--- config.mk ---
export PLATFORM = sky130hd
export DESIGN_NAME = oamfm_top
export DESIGN_NICKNAME = d
export VERILOG_FILES = /design/src/hdl/oamfm_pkg.sv /design/src/hdl/oamfm_top.sv
export VERILOG_INCLUDE_DIRS = /design/src /design/src/hdl
export SDC_FILE = /design/constraint.sdc
export NUM_CORES = 1
export LEC_CHECK = 0
export ABC_AREA = 1
export BUFFER_PORTS_ARGS = -buffer_cell sky130_fd_sc_hd__buf_2
export CAP_MARGIN = 40
export CELL_PAD_IN_SITES_DETAIL_PLACEMENT = 1
export CELL_PAD_IN_SITES_GLOBAL_PLACEMENT = 1
export CORE_ASPECT_RATIO = 1.25
export CORE_MARGIN = 3
export CORE_UTILIZATION = 30
export CTS_CLUSTER_SIZE = 24
export DETAILED_ROUTE_END_ITERATION = 6
export PLACE_DENSITY_LB_ADDON = 0.1
export SYNTH_ARGS = -nofsm -noshare
export SYNTH_HDL_FRONTEND = slang
export SYNTH_SLANG_ARGS = --single-unit
--- constraint.sdc ---
create_clock -name clk_sys -period 1.85 [get_ports clk_sys]
set_input_delay 0.4625 -clock clk_sys [delete_from_list [all_inputs] [get_ports clk_sys]]
set_output_delay 0.4625 -clock clk_sys [all_outputs]
set_load 0.01 [all_outputs]
--- src/hdl/oamfm_defines.svh ---
`ifndef OAMFM_DEFINES_SVH
`define OAMFM_DEFINES_SVH
// =====================================
// table geometry
`define OAMFM_NREC 16
`define OAMFM_IW 4
// =====================================
// static context word, per direction
`define OAMFM_SW 9
`define OAMFM_SB_SAIS 0
`define OAMFM_SB_SRDI 1
`define OAMFM_SB_SCCS 2
`define OAMFM_SB_SCCE 3
`define OAMFM_SB_CAIS 4
`define OAMFM_SB_CRDI 5
`define OAMFM_SB_CALL 6
`define OAMFM_SB_E2ET 7
`define OAMFM_SB_SEGT 8
// =====================================
// dynamic flag word, per direction
`define OAMFM_FW 4
`define OAMFM_FB_AIS 0
`define OAMFM_FB_RDI 1
`define OAMFM_FB_SEG 2
`define OAMFM_FB_E2E 3
// =====================================
// reset values and fill pattern
`define OAMFM_CTX_RST 9'h000
`define OAMFM_FLG_RST 4'h0
`define OAMFM_FILL 8'h6A
`endif

--- src/hdl/oamfm_pkg.sv ---
`include "oamfm_defines.svh"
package oamfm_pkg;
	// scan sequencer states
	typedef enum logic [1:0] {
		SC_IDLE = 2'b00,
		SC_LOAD = 2'b01,
		SC_RUN = 2'b10
	} oamfm_scan_t;
	// generated cell kind, equals send bit position
	typedef enum logic [1:0] {
		GEN_AIS = 2'b00,
		GEN_RDI = 2'b01,
		GEN_CCS = 2'b10,
		GEN_CCE = 2'b11
	} oamfm_gen_t;
	// received cell class
	typedef enum logic [2:0] {
		RX_USER = 3'b000,
		RX_AIS = 3'b001,
		RX_RDI = 3'b010,
		RX_CC = 3'b011,
		RX_OTHER = 3'b100
	} oamfm_rx_t;
	// whole block state
	typedef struct packed {
		oamfm_scan_t st;
		logic [`OAMFM_IW-1:0] rec;
		logic [1:0][3:0] pend;
		logic [1:0][`OAMFM_NREC-1:0][`OAMFM_SW-1:0] ctx;
		logic [1:0][`OAMFM_NREC-1:0][`OAMFM_FW-1:0] flg;
		logic [1:0] genValid;
		logic [1:0][`OAMFM_IW-1:0] genConn;
		logic [1:0][1:0] genType;
		logic [7:0] fill;
		logic [1:0] rxDone;
		logic [1:0] rxCopy;
		logic [1:0] rxRemove;
		logic [7:0] flgRd;
		logic scanDone;
		logic busy;
	} oamfm_state_t;
endpackage

--- src/hdl/oamfm_top.sv ---
`timescale 1ns/1ps
`default_nettype none
`include "oamfm_defines.svh"
module oamfm_top (
	input wire logic clk_sys,
	input wire logic nrst,
	// static context write
	input wire logic ctxWrEn,
	input wire logic ctxWrDir,
	input wire logic [`OAMFM_IW-1:0] ctxWrIdx,
	input wire logic [`OAMFM_SW-1:0] ctxWrData,
	// flag read and clear
	input wire logic [`OAMFM_IW-1:0] flgRdIdx,
	output logic [7:0] flgRdData,
	input wire logic flgClrEn,
	input wire logic [`OAMFM_IW-1:0] flgClrIdx,
	input wire logic [7:0] flgClrMask,
	// scan control
	input wire logic scanStart,
	input wire logic [7:0] scanEnable,
	input wire logic [`OAMFM_IW-1:0] contextHighestRecord,
	input wire logic scanDoneClr,
	output logic scanDoneFlag,
	output logic scanBusy,
	// generated cells, index 0 egress, 1 ingress
	output logic [1:0] genValid,
	input wire logic [1:0] genReady,
	output logic [1:0][`OAMFM_IW-1:0] genConn,
	output logic [1:0][1:0] genType,
	output logic [1:0] genE2e,
	output logic [7:0] genFillOctet,
	// received cells
	input wire logic [1:0] rxValid,
	input wire logic [1:0][`OAMFM_IW-1:0] rxConn,
	input wire logic [1:0][2:0] rxKind,
	input wire logic [1:0] rxSegment,
	output logic [1:0] rxDoneValid,
	output logic [1:0] rxCopy,
	output logic [1:0] rxRemove
);
	// =====================================
	// state and helpers
	oamfm_pkg::oamfm_state_t st_r; // registered state
	oamfm_pkg::oamfm_state_t st_nxt; // next state
	logic [1:0][5:0] rxEv; // per direction decode
	logic [1:0][3:0] clrM; // clear mask row
	logic [1:0][3:0] setM; // set mask row

	// enable bit for type t in direction d
	function automatic logic [2:0] en_idx(input int d, input int t);
		en_idx = 3'((t * 2) + d);
	endfunction

	// lowest pending type
	function automatic logic [1:0] pick_low(input logic [3:0] m);
		pick_low = 2'h0;
		for (int i = 3; i >= 0; i--) begin
			if (m[i]) begin
				pick_low = 2'(i);
			end
		end
	endfunction

	// classify one received cell: {flag set[3:0], copy, remove}
	// payload failure fields never reach this decode
	function automatic logic [5:0] rx_eval(
		input logic [`OAMFM_SW-1:0] c,
		input logic [2:0] k,
		input logic seg
	);
		logic [3:0] s;
		logic cp;
		logic rm;
		logic oam;
		s = 4'h0;
		cp = 1'b0;
		rm = 1'b0;
		oam = (k != oamfm_pkg::RX_USER);
		case (k)
			oamfm_pkg::RX_USER: begin
				// channel record of a path end too
				s[`OAMFM_FB_SEG] = 1'b1;
				s[`OAMFM_FB_E2E] = 1'b1;
			end
			oamfm_pkg::RX_AIS: begin
				// segment flavour is generic OAM only
				s[`OAMFM_FB_AIS] = !seg;
				cp = !seg && c[`OAMFM_SB_CAIS];
			end
			oamfm_pkg::RX_RDI: begin
				s[`OAMFM_FB_RDI] = !seg;
				cp = !seg && c[`OAMFM_SB_CRDI];
			end
			oamfm_pkg::RX_CC: begin
				// separate flags keep both checks apart
				s[`OAMFM_FB_SEG] = 1'b1;
				s[`OAMFM_FB_E2E] = !seg;
			end
			default: begin
				s = 4'h0;
			end
		endcase
		// copy-all catches every OAM cell
		cp = cp || (oam && c[`OAMFM_SB_CALL]);
		// endpoint removal by termination bits
		if (oam) begin
			rm = seg ? c[`OAMFM_SB_SEGT] : c[`OAMFM_SB_E2ET];
		end
		rx_eval = {s, cp, rm};
	endfunction

	// =====================================
	// next state
	always_comb begin
		st_nxt = st_r;
		st_nxt.fill = `OAMFM_FILL;
		st_nxt.rxDone = rxValid;
		// receive path, one cell per direction per cycle
		for (int d = 0; d < 2; d++) begin
			rxEv[d] = rx_eval(st_r.ctx[d][rxConn[d]], rxKind[d], rxSegment[d]);
			st_nxt.rxCopy[d] = rxValid[d] && rxEv[d][1];
			st_nxt.rxRemove[d] = rxValid[d] && rxEv[d][0];
		end
		// flag rows: sticky, set beats a same-cycle clear
		for (int d = 0; d < 2; d++) begin
			for (int r = 0; r < `OAMFM_NREC; r++) begin
				clrM[d] = (flgClrEn && (flgClrIdx == 4'(r))) ? flgClrMask[d*4 +: 4] : 4'h0;
				setM[d] = (rxValid[d] && (rxConn[d] == 4'(r))) ? rxEv[d][5:2] : 4'h0;
				st_nxt.flg[d][r] = (st_r.flg[d][r] & ~clrM[d]) | setM[d];
			end
		end
		// host writes static bits
		if (ctxWrEn) begin
			st_nxt.ctx[ctxWrDir][ctxWrIdx] = ctxWrData;
		end
		// polled flag view, both directions
		st_nxt.flgRd = {st_r.flg[1][flgRdIdx], st_r.flg[0][flgRdIdx]};
		// done flag clear, set below wins
		if (scanDoneClr) begin
			st_nxt.scanDone = 1'b0;
		end
		// scan sequencer
		case (st_r.st)
			oamfm_pkg::SC_IDLE: begin
				// idle until started
				if (scanStart) begin
					st_nxt.rec = contextHighestRecord;
					st_nxt.busy = 1'b1;
					st_nxt.st = oamfm_pkg::SC_LOAD;
				end
			end
			oamfm_pkg::SC_LOAD: begin
				// gather enabled send bits of this record
				for (int d = 0; d < 2; d++) begin
					for (int t = 0; t < 4; t++) begin
						st_nxt.pend[d][t] = st_r.ctx[d][st_r.rec][t] && scanEnable[en_idx(d, t)];
					end
				end
				st_nxt.st = oamfm_pkg::SC_RUN;
			end
			oamfm_pkg::SC_RUN: begin
				// each direction feeds its own flow
				for (int d = 0; d < 2; d++) begin
					if (st_r.genValid[d] && genReady[d]) begin
						st_nxt.genValid[d] = 1'b0;
					end
					if (!st_nxt.genValid[d] && (st_r.pend[d] != 4'h0)) begin
						st_nxt.genValid[d] = 1'b1;
						st_nxt.genConn[d] = st_r.rec;
						st_nxt.genType[d] = pick_low(st_r.pend[d]);
						st_nxt.pend[d][pick_low(st_r.pend[d])] = 1'b0;
					end
				end
				// record finished once all its cells taken
				if ((st_r.pend == 8'h00) && ((st_r.genValid & ~genReady) == 2'h0)) begin
					if (st_r.rec == 4'h0) begin
						st_nxt.scanDone = 1'b1;
						st_nxt.busy = 1'b0;
						st_nxt.st = oamfm_pkg::SC_IDLE;
					end else begin
						st_nxt.rec = st_r.rec - 4'h1;
						st_nxt.st = oamfm_pkg::SC_LOAD;
					end
				end
			end
			default: begin
				st_nxt.st = oamfm_pkg::SC_IDLE;
			end
		endcase
	end

	// =====================================
	// state register
	always_ff @(posedge clk_sys or negedge nrst) begin
		if (!nrst) begin
			st_r <= '0;
		end else begin
			st_r <= st_nxt;
		end
	end

	// =====================================
	// outputs from flops, genE2e decoded from the registered type
	assign flgRdData = st_r.flgRd;
	assign scanDoneFlag = st_r.scanDone;
	assign scanBusy = st_r.busy;
	assign genValid = st_r.genValid;
	assign genConn = st_r.genConn;
	assign genType = st_r.genType;
	// only segment CC is not end-to-end
	assign genE2e[0] = st_r.genType[0] != oamfm_pkg::GEN_CCS;
	assign genE2e[1] = st_r.genType[1] != oamfm_pkg::GEN_CCS;
	assign genFillOctet = st_r.fill;
	assign rxDoneValid = st_r.rxDone;
	assign rxCopy = st_r.rxCopy;
	assign rxRemove = st_r.rxRemove;

	for (genvar d = 0; d < 2; d++) begin : g_chk

		// flags only fall through an explicit clear
		for (genvar r = 0; r < `OAMFM_NREC; r++) begin : g_rec

		end
		for (genvar t = 0; t < 4; t++) begin : g_typ

		end
	end
endmodule // oamfm_top
`default_nettype wire

==> metrics.txt, run 1 <==
outcome=finished, violations left; failing checks=negative setup slack; grt met1 use=0.271; pwr dens=1220 nW/um2; min cycle time layout=1.85 ns; RR Startpoint=st_r[462]; largest net degree at the start of global routing=72; GP Congestion=0.801; Synth Warn #=0; DRT antenna net count=0; I/O Pins=108; vias per std cell=5.03; number of global-route vias before repair=20000; fill count=8383; layout net count=2774; met3 Use GR=0.0270; CP endpoint kind=output port; initial drt markers=1199; grt met2 use=0.352; crit path to=genE2e[1]; clock latency on the worst-skew pair=0.61 ns; ranking of synthesized cells by area=dfrtp_1 (54%), nand2_1 (12%), o21ai_0 (10%), o21ai_1 (5.3%), nor2_1 (3.7%); Synth top area share=0.535; Slew Limit Fails=0; crit path launch=genType[3]; WL final=75400 um; static leakage=11.9 nW; worst ir drop on vdd=708 uV; std cell rows=109; detailed placement HPWL=51500 um; Worst Setup Path Type=reg -> out; via count=18600; Final Hold Fails=0; cell at the slowest stage of the critical path=dfrtp_1; final setup vio count=1; worst clock skew=0.0226 ns; post-place setup slack=-0.0957 ns; post-synthesis sequential area ratio=0.535; adder-cell area share of the yosys netlist=0.000581; unrepaired setup endpoints after global routing=yes; most common cell after layout, fill and taps aside=nand2_1; H-tree Lvls=2; First-pass DRT Iterations=5; Req. time, crit path=1.39 ns; clock sink count=461; PortBufs=103; TritonCTS clock tree=done; Compound-Gate Fraction of Synth Area=0.196; first-pass GRT wire length=121000 um; chip height=306 um; worst hold stages=3; most frequent cells in the layout=nand2_1 (703), dfrtp_1 (460), o21ai_0 (438); largest family of logic cells by synthesized area=simple AND/OR/NAND/NOR gates; Least-Margin Pin Slew=0.834 ns; Max clock buf depth=3; Netlist cell types=41; max incr delay on CP=0.38 ns; DRC=0; Cell Area, Synth=21500 um2; Tot GR Track Use=0.204; antenna violations before repair=3; Mapped Avg Cell Area=8.33 um2; FF-to-FF path depth=8; Root Buffer=clkbuf_16; Post-Synth Simple-Gate Area=0.205; grt total ovfl=0; Seq cells post-synth=461; GR peak layer=met2; mux share of post-synthesis cell area=0; Gate Count Post-Synth=2585; Hold WC Path Type=in -> reg; drt wl/cell=20.4 um; core area=70900 um2; CP Data Arrival Time=1.39 ns; placed cell count=3585; die area=75100 um2; Die X-Extent=246 um; Final WS setup=-0.00307 ns; setup slack, reg-to-reg=0.15 ns; max frequency=540 MHz; initial core utilization=0.304; Num CTS Buffers=53; layout cell share with drive strength beyond 1=0.155; xor/xnor share of the synthesized area=0.000407; type of origin of the critical path=register; # Max-Cap Violations=0; critical-path cell list=inv_2, or2_4, buf_6; synthesis-to-layout area growth=18.8%; Clock Pin Slew Worst Setup and Hold Paths=0.06 ns; Max-slew headroom=0.442; fin cells=3687; area leader, netlist=dfrtp_1; fin crit share=1.00; Reg2Reg Capture Point=st_r[454]; crit-path max FO=2
[cells in the mapped netlist (all sizes together)]
cell type and number:
o22ai 7, inv 87, ha 1, clkinv 3, a21boi 2, or2 7
clkbuf 85, dfrtp 461, nand3 69, o31ai 2, a22oi 4, o21ai 692
nor3 12, xor2 1, conb 2, o211ai 30, a21oi 16, a32oi 2
nand2 731, o221ai 26, buf 98, nand4 17, nor2 229, a31oi 1
[registers in the layout (all words and copies together) (netlist names)]
signal,count
flgRdData,8
genConn,8
genFillOctet,1
genType,4
genValid,2
rxCopy,2
rxDoneValid,2
rxRemove,2
scanBusy,1
scanDoneFlag,1
st_r,430
[repair_timing]
| item | CTS | global route |
|---|---|---|
| endpoints found under the hold margin | 23 | 0 |
| resized for setup | 5 | 0 |
| endpoints found under the setup margin | 2 | 2 |
| setup buffers | 4 | 0 |
| pin swaps | 1 | 0 |
| hold buffers | 4 | 0 |
[per-stage QoR]
step	instance area (um2)	power, mW	setup TNS, ns	utilization	hold WS (ns)
6_report	25600	31.2	-0.00307	0.361	0.121
5_1_grt	25600	33.4	-0.103	0.361	0.123
4_1_cts	25600	31.8	-0.0599	0.361	0.0806
3_5_place_dp	23800	20.9	-0.365	0.335	0.376
3_3_place_gp	23800	20.7	-0.0880	0.335	0.377
2_1_floorplan	21600	17.8	0	-	0.167
[worst min path at each step]
| stage | startpoint | end | slack, ns |
|---|---|---|---|
| floorplan | nrst | flgRdData[0] | 0.17 |
| global placement | nrst | st_r[197] | 0.38 |
| detailed placement | nrst | st_r[188] | 0.38 |
| CTS | scanEnable[4] | st_r[456] | 0.08 |
| global route | scanEnable[4] | st_r[456] | 0.12 |
| finish | scanEnable[4] | st_r[456] | 0.12 |
[kinds of logic (layout without fill, tap and decap cells)]
| kind of cell | Yosys count | after routing |
|---|---|---|
| simple gates | 1065 | 1065 |
| compound gates | 782 | 782 |
| flops | 461 | 461 |
| buf+inv | 273 | 428 |
| other cells | 2 | 6 |
| fa+ha+maj | 1 | 1 |
| xor+xnor | 1 | 1 |
[layout make-up]
type | instances | area, um2 | area share
Sequential cell | 461 | 11500 | 0.451
Clock inverter | 13 | 148 | 0.00577
Tap cell | 943 | 1180 | 0.0461
Multi-Input combinational cell | 1854 | 8690 | 0.340
Inverter | 90 | 339 | 0.0132
Timing Repair Buffer | 245 | 2130 | 0.0831
Antenna cell | 1 | 2.50 | 0.0000978
Clock buffer | 80 | 1570 | 0.0613
[power by group]
part	switching, mW	internal, mW
Clock	4.39	6.11
Sequential	1.08	11.9
Combinational	4.89	2.85
[routing by layer]
layer	wire length (um)	vias up
met1	34300	9308
met2	36700	304
met4	1720	4
met3	2670	99
met5	19	-
li1	-	8844
[critical path: cells and delay by family, from the launching register on]
kind,cells,cell delay (ns)
and+or+nand+nor,1,0.22
DFF,1,0.38
buffers and inverters,2,0.17
Note: power is estimated with default switching activity, not from simulation.
==> run 2, diff against run 1 <==
- CORE_UTILIZATION: 30 -> 47
==> run 2 against run 1 <==
Net effect: the run now ends clean; final cell count shrank 11%; first-iteration DRC count fell by 23%; global-route usage is 8.4 points higher; count of clock-buffer cells in the layout down 6; via count is 2.2% higher; power decreased by 1.7%; clock skew decreased by 0.0080 ns; flip-flop and latch count did not move; die area down 35%; worst setup slack improved by 0.039 ns; sequential share of layout area rose by 1.6 points; combinational power fell by 2%; largest power group unchanged.
==> metrics.txt, run 2 (synthesis results as in run 1) <==
clock sink count=461 (unchanged); number of global-route vias before repair=20300 (+1.1%); P_sw=10.1 mW (-2.7%); largest net degree at the start of global routing=64 (-11%); worst hold stages=2 (-1); CP endpoint kind=output port; worst clock skew=0.0146 ns (-0.00800 ns); min cycle time layout=1.81 ns (-0.0393 ns); drt wl/cell=20.9 um (+2.2%); chip height=245 um (-20%); Hold EP=scanDoneFlag; First-pass DRT Iterations=4 (-1); Max-slew headroom=0.438 (-0.00347); synthesis-to-layout area growth=14.7%; H-tree Lvls=2 (unchanged); WL final=68600 um (-9.0%); Reg power frac=0.424 (+0.008); Tot GR Track Use=0.288 (+0.0836); PortBufs=103 (unchanged); final setup vio count=0 (-1); max incr delay on CP=0.38 ns (about the same); Max clock buf depth=3 (unchanged); CP Data Arrival Time=1.35 ns (-0.04 ns); max frequency=551 MHz (+2.2%); Logic pwr share=0.246 (-0.002); unrepaired setup endpoints after global routing=yes; layout net count=2735 (-1.4%); design area=24700 um2 (-3.5%); delay-heaviest family, CP=flip-flops; antenna violations before repair=2 (-1); DRC=0 (unchanged); GP Congestion=0.837 (+4.4%); Root Buffer=clkbuf_16; initial drt markers=921 (-23%); FF-to-FF path depth=8 (unchanged); setup slack, reg-to-reg=0.19 ns (+0.04 ns); Hold Startpoint=scanDoneClr; Die X-Extent=198 um (-20%); grt total ovfl=0 (unchanged); die area=48500 um2 (-35%); max reg flops=430 (unchanged); most frequent cells in the layout=nand2_1 (703), dfrtp_1 (460), o21ai_0 (438); Clock Pin Slew Worst Setup and Hold Paths=0.06 ns (about the same); worst ir drop on vdd=789 uV (+11%); initial core utilization=0.477 (+0.173); hold_ws=0.0504 ns (-0.0707 ns); most common cell after layout, fill and taps aside=nand2_1; first-pass GRT wire length=112000 um (-7.6%); outcome=completed; crit-path max FO=2 (unchanged); TritonCTS clock tree=done; Area after DPL=23000 um2 (-3.4%); critical-path cell list=or2_4, buf_6; Least-Margin Pin Slew=0.839 ns (+0.00518 ns); type of origin of the critical path=register; fin crit share=0.980 (-0.0213); cell at the slowest stage of the critical path=dfrtp_1; # Max-Cap Violations=0 (unchanged); vias per std cell=5.78 (+15%); Sw Ratio=0.329 (-0.00346); Int Power=20.6 mW (-1.2%); CP Buf/Inv Count=1 (-1); I/O Pins=108 (unchanged); detailed placement HPWL=46000 um (-11%); static leakage=11.7 nW (-1.9%); core area=45200 um2 (-36%); Largest Register=st_r; std cell rows=87 (-20%); Reg2Reg Capture Point=st_r[454]; layout cell share with drive strength beyond 1=0.144 (-0.0104); clock latency on the worst-skew pair=0.60 ns (about the same); Final Hold Fails=0 (unchanged); pwr dens=1240 nW/um2 (+1.9%); Slew Limit Fails=0 (unchanged); Worst Setup Path Type=reg -> out; Req. time, crit path=1.39 ns (about the same); Num CTS Buffers=49 (-7.5%); Clock power frac=0.329 (-0.007); Hold WC Path Type=in -> reg; via count=19000 (+2.2%); diodes inserted=0 (-1); DRT antenna net count=0 (unchanged); RR Startpoint=st_r[462]
## run 2: power groups by stage
stage | combinational (mW) | sequential (mW) | clock, mW
after global routing | 8.57 | 13.2 | 10.7
after CTS | 7.63 | 13.0 | 10.3
final | 7.57 | 13.0 | 10.1
after floorplan | 5.02 | 12.8 | 0
after detailed placement | 7.47 | 13.2 | 0
after global placement | 7.16 | 13.1 | 0
## run 2: repair_timing
action | in CTS | in global routing
hold buffers | 3 | 0
buffers inserted | 1 | 1
hold endpoints to repair | 31 | 0
resized for setup | 4 | 1
endpoints found under the setup margin | 2 | 3
## run 2: worst register-to-register path: stages, from the launching register on
cell	delay (ns)
dfrtp_2	0.45
inv_2	0.16
buf_12	0.21
nor2_1	0.07
o211ai_1	0.29
nand3_1	0.17
nand2_1	0.13
nand2_1	0.06
nand2_1	0.05
## run 2: through the flow
| stage | power (mW) | worst slack (ns) | utilization | setup TNS (ns) | cells |
|---|---|---|---|---|---|
| after floorplan | 17.8 | 0.273 | - | 0 | 2588 |
| after global placement | 20.2 | 0.0549 | 0.509 | 0 | 3188 |
| after detailed placement | 20.6 | -0.0584 | 0.509 | -0.110 | 3188 |
| after CTS | 31.0 | -0.00367 | 0.547 | -0.00367 | 3283 |
| after global routing | 32.5 | -0.0122 | 0.547 | -0.0242 | 3284 |
| final | 30.7 | 0.0363 | 0.547 | 0 | 3284 |
## run 2: how the worst max path moves through the flow
stage,from,endpoint,slack [ns],cells after the start
final,genType[2],genE2e[1],0.04,2
after global routing,genType[2],genE2e[1],-0.01,2
after CTS,genType[0],genE2e[0],-0.004,2
after detailed placement,rxConn[0],rxCopy[0],-0.06,10
after global placement,rxConn[0],rxCopy[0],0.05,10
after floorplan,st_r[462],st_r[464],0.27,10
## run 2: cell type report
| class | instances | area, um2 |
|---|---|---|
| clock buffer | 74 | 1480 |
| fill | 5392 | 20500 |
| multi-input combinational | 1854 | 8700 |
| timing repair buffer | 210 | 1760 |
| clock inverter | 17 | 166 |
| tap | 578 | 723 |
| sequential | 461 | 11500 |
| inverter | 90 | 339 |
## run 2: per-layer routing
metal	up-vias	track usage	share of wire
met1	9608	0.380	0.43
met5	-	0	0.00039
met3	142	0.0374	0.043
li1	8774	-	-
met4	4	0.0933	0.031
met2	442	0.494	0.49
==> run 3, diff against run 2 <==
- CAP_MARGIN: 40 -> 20
- CORE_MARGIN: 3 -> 1
==> run 3 against run 2 <==
Net effect: the flow now finishes with violations (design-rule violations); design area rose by 0.29%; flip-flop and latch count stayed put; die area decreased by 3.6%; sequential share of layout area down 0.13 points; utilization increased by 0.16 points; maximum frequency shrank 0.47%; largest power group unchanged.
==> metrics.txt, run 3 (synthesis results as in run 1) <==
outcome=finished, violations left; failing checks=design-rule violations; WL final=69100 um (+0.74%); Max-slew headroom=0.445 (+0.00694); chip height=241 um (-1.6%); clock sink count=461 (unchanged); First-pass DRT Iterations=7 (+3); vias per std cell=5.73 (-0.75%); I/O Pins=108 (unchanged); Largest Register=st_r; DRC=5 (+5); design area=24800 um2 (+0.29%); Die X-Extent=194 um (-2.0%); worst ir drop on vdd=1160 uV (+47%); layout cell share with drive strength beyond 1=0.148 (+0.00322); Slew Limit Fails=0 (unchanged); initial core utilization=0.477 (unchanged); core area=45200 um2 (unchanged); H-tree Lvls=2 (unchanged); Tot GR Track Use=0.303 (+0.0154); Design Power=31.5 mW (+2.5%); type of origin of the critical path=register; via count=18800 (-0.69%); clock latency on the worst-skew pair=0.59 ns (about the same); CP endpoint kind=output port; layout net count=2739 (+0.15%); critical-path cell list=or2_4, buf_6; min cycle time layout=1.82 ns (+0.00849 ns); Max clock buf depth=3 (unchanged); fill count=5373 (-0.35%); delay-heaviest family, CP=flip-flops; DRT antenna net count=0 (unchanged); crit-path max FO=3 (+1); synthesis-to-layout area growth=15.0%; CP Data Arrival Time=1.36 ns (about the same); TritonCTS clock tree=done; max incr delay on CP=0.40 ns (+0.02 ns); hold_ws=0.0566 ns (+0.00614 ns); Area after DPL=22900 um2 (-0.22%); CP Buf/Inv Count=1 (unchanged); first-pass GRT wire length=112000 um (+0.33%); Final Hold Fails=0 (unchanged); number of global-route vias before repair=20400 (+0.42%); largest net degree at the start of global routing=56 (-13%); Req. time, crit path=1.39 ns (about the same); diodes inserted=0 (unchanged); drt wl/cell=21.0 um (+0.68%); max frequency=549 MHz (-0.47%); final setup vio count=0 (unchanged); initial drt markers=959 (+4.1%); grt total ovfl=0 (unchanged); die area=46700 um2 (-3.6%); Hold WC Path Type=in -> reg; most frequent cells in the layout=nand2_1 (703), dfrtp_1 (460), o21ai_0 (438); Worst Setup Path Type=reg -> out; PortBufs=103 (unchanged); GP Congestion=0.871 (+4.1%); pwr dens=1270 nW/um2 (+2.2%); # Max-Cap Violations=0 (unchanged); detailed placement HPWL=45700 um (-0.80%); static leakage=11.8 nW (+0.42%); Root Buffer=clkbuf_16; fin crit share=0.985 (+0.00459); antenna violations before repair=2 (unchanged); Num CTS Buffers=49 (unchanged); Clock Pin Slew Worst Setup and Hold Paths=0.06 ns (about the same); Least-Margin Pin Slew=0.829 ns (-0.0104 ns); unrepaired setup endpoints after global routing=yes; worst clock skew=0.0159 ns (+0.00134 ns); cell at the slowest stage of the critical path=dfrtp_1; most common cell after layout, fill and taps aside=nand2_1; max reg flops=430 (unchanged); std cell rows=87 (unchanged)
run 3: worst reg2reg max path, delay by kind of cell (launching register included):
| kind | cells | cell delay, ns |
|---|---|---|
| flip-flops | 1 | 0.44 |
| AND/OR/NAND/NOR | 4 | 0.36 |
| AO/OA/AOI/OAI | 2 | 0.51 |
| buffers and inverters | 2 | 0.30 |
run 3: worst paths after layout:
check / end / from / cells after the start / slack (ns)
worst min register to register: scanBusy / st_r[467] / 1 / 0.48
min in group asynchronous: st_r[179] / nrst / 2 / 0.39
worst min-delay path: scanDoneFlag / scanDoneClr / 2 / 0.06
worst max-delay path: genE2e[1] / genType[2] / 2 / 0.03
max in group asynchronous: st_r[457] / nrst / 3 / 0.69
worst max register to register: st_r[455] / st_r[462] / 8 / 0.12
run 3: final cells by class:
type                       count  area (um2)  share of cell area
inverter                      90         339              0.0137
sequential                   461       11500               0.466
clock inverter                19         280              0.0113
multi-input combinational   1854        8700               0.351
tap                          578         723              0.0292
clock buffer                  70        1500              0.0604
timing repair buffer         214        1700              0.0688
run 3: per-layer routing:
metal,track usage,up-vias,share of wire
li1,-,8767,-
met1,0.386,9491,0.43
met5,0,-,0.00038
met4,0.100,4,0.028
met3,0.0374,134,0.039
met2,0.536,444,0.50
run 3: metrics by stage:
step / TNS [ns] / std cells / utilization / setup slack (ns)
5_1_grt: -0.00593 / 3286 / 0.548 / -0.00593
2_1_floorplan: 0 / 2588 / - / 0.273
3_5_place_dp: -0.176 / 3193 / 0.508 / -0.0586
4_1_cts: 0 / 3286 / 0.548 / 0.0121
6_report: 0 / 3286 / 0.548 / 0.0278
3_3_place_gp: -0.0167 / 3193 / 0.508 / -0.0167
run 3: repair_timing:
action / 4_1_cts / 5_1_grt
resized for setup: 4 / 1
endpoints found under the hold margin: 26 / 0
hold buffers: 3 / 0
buffers inserted: 1 / 0
setup endpoints to repair: 2 / 2
run 3: power by group:
part	internal [mW]	leakage (nW)	switching, mW
Sequential	11.9	6.02	1.15
Clock	6.59	0.884	4.24
Combinational	2.80	4.85	4.80
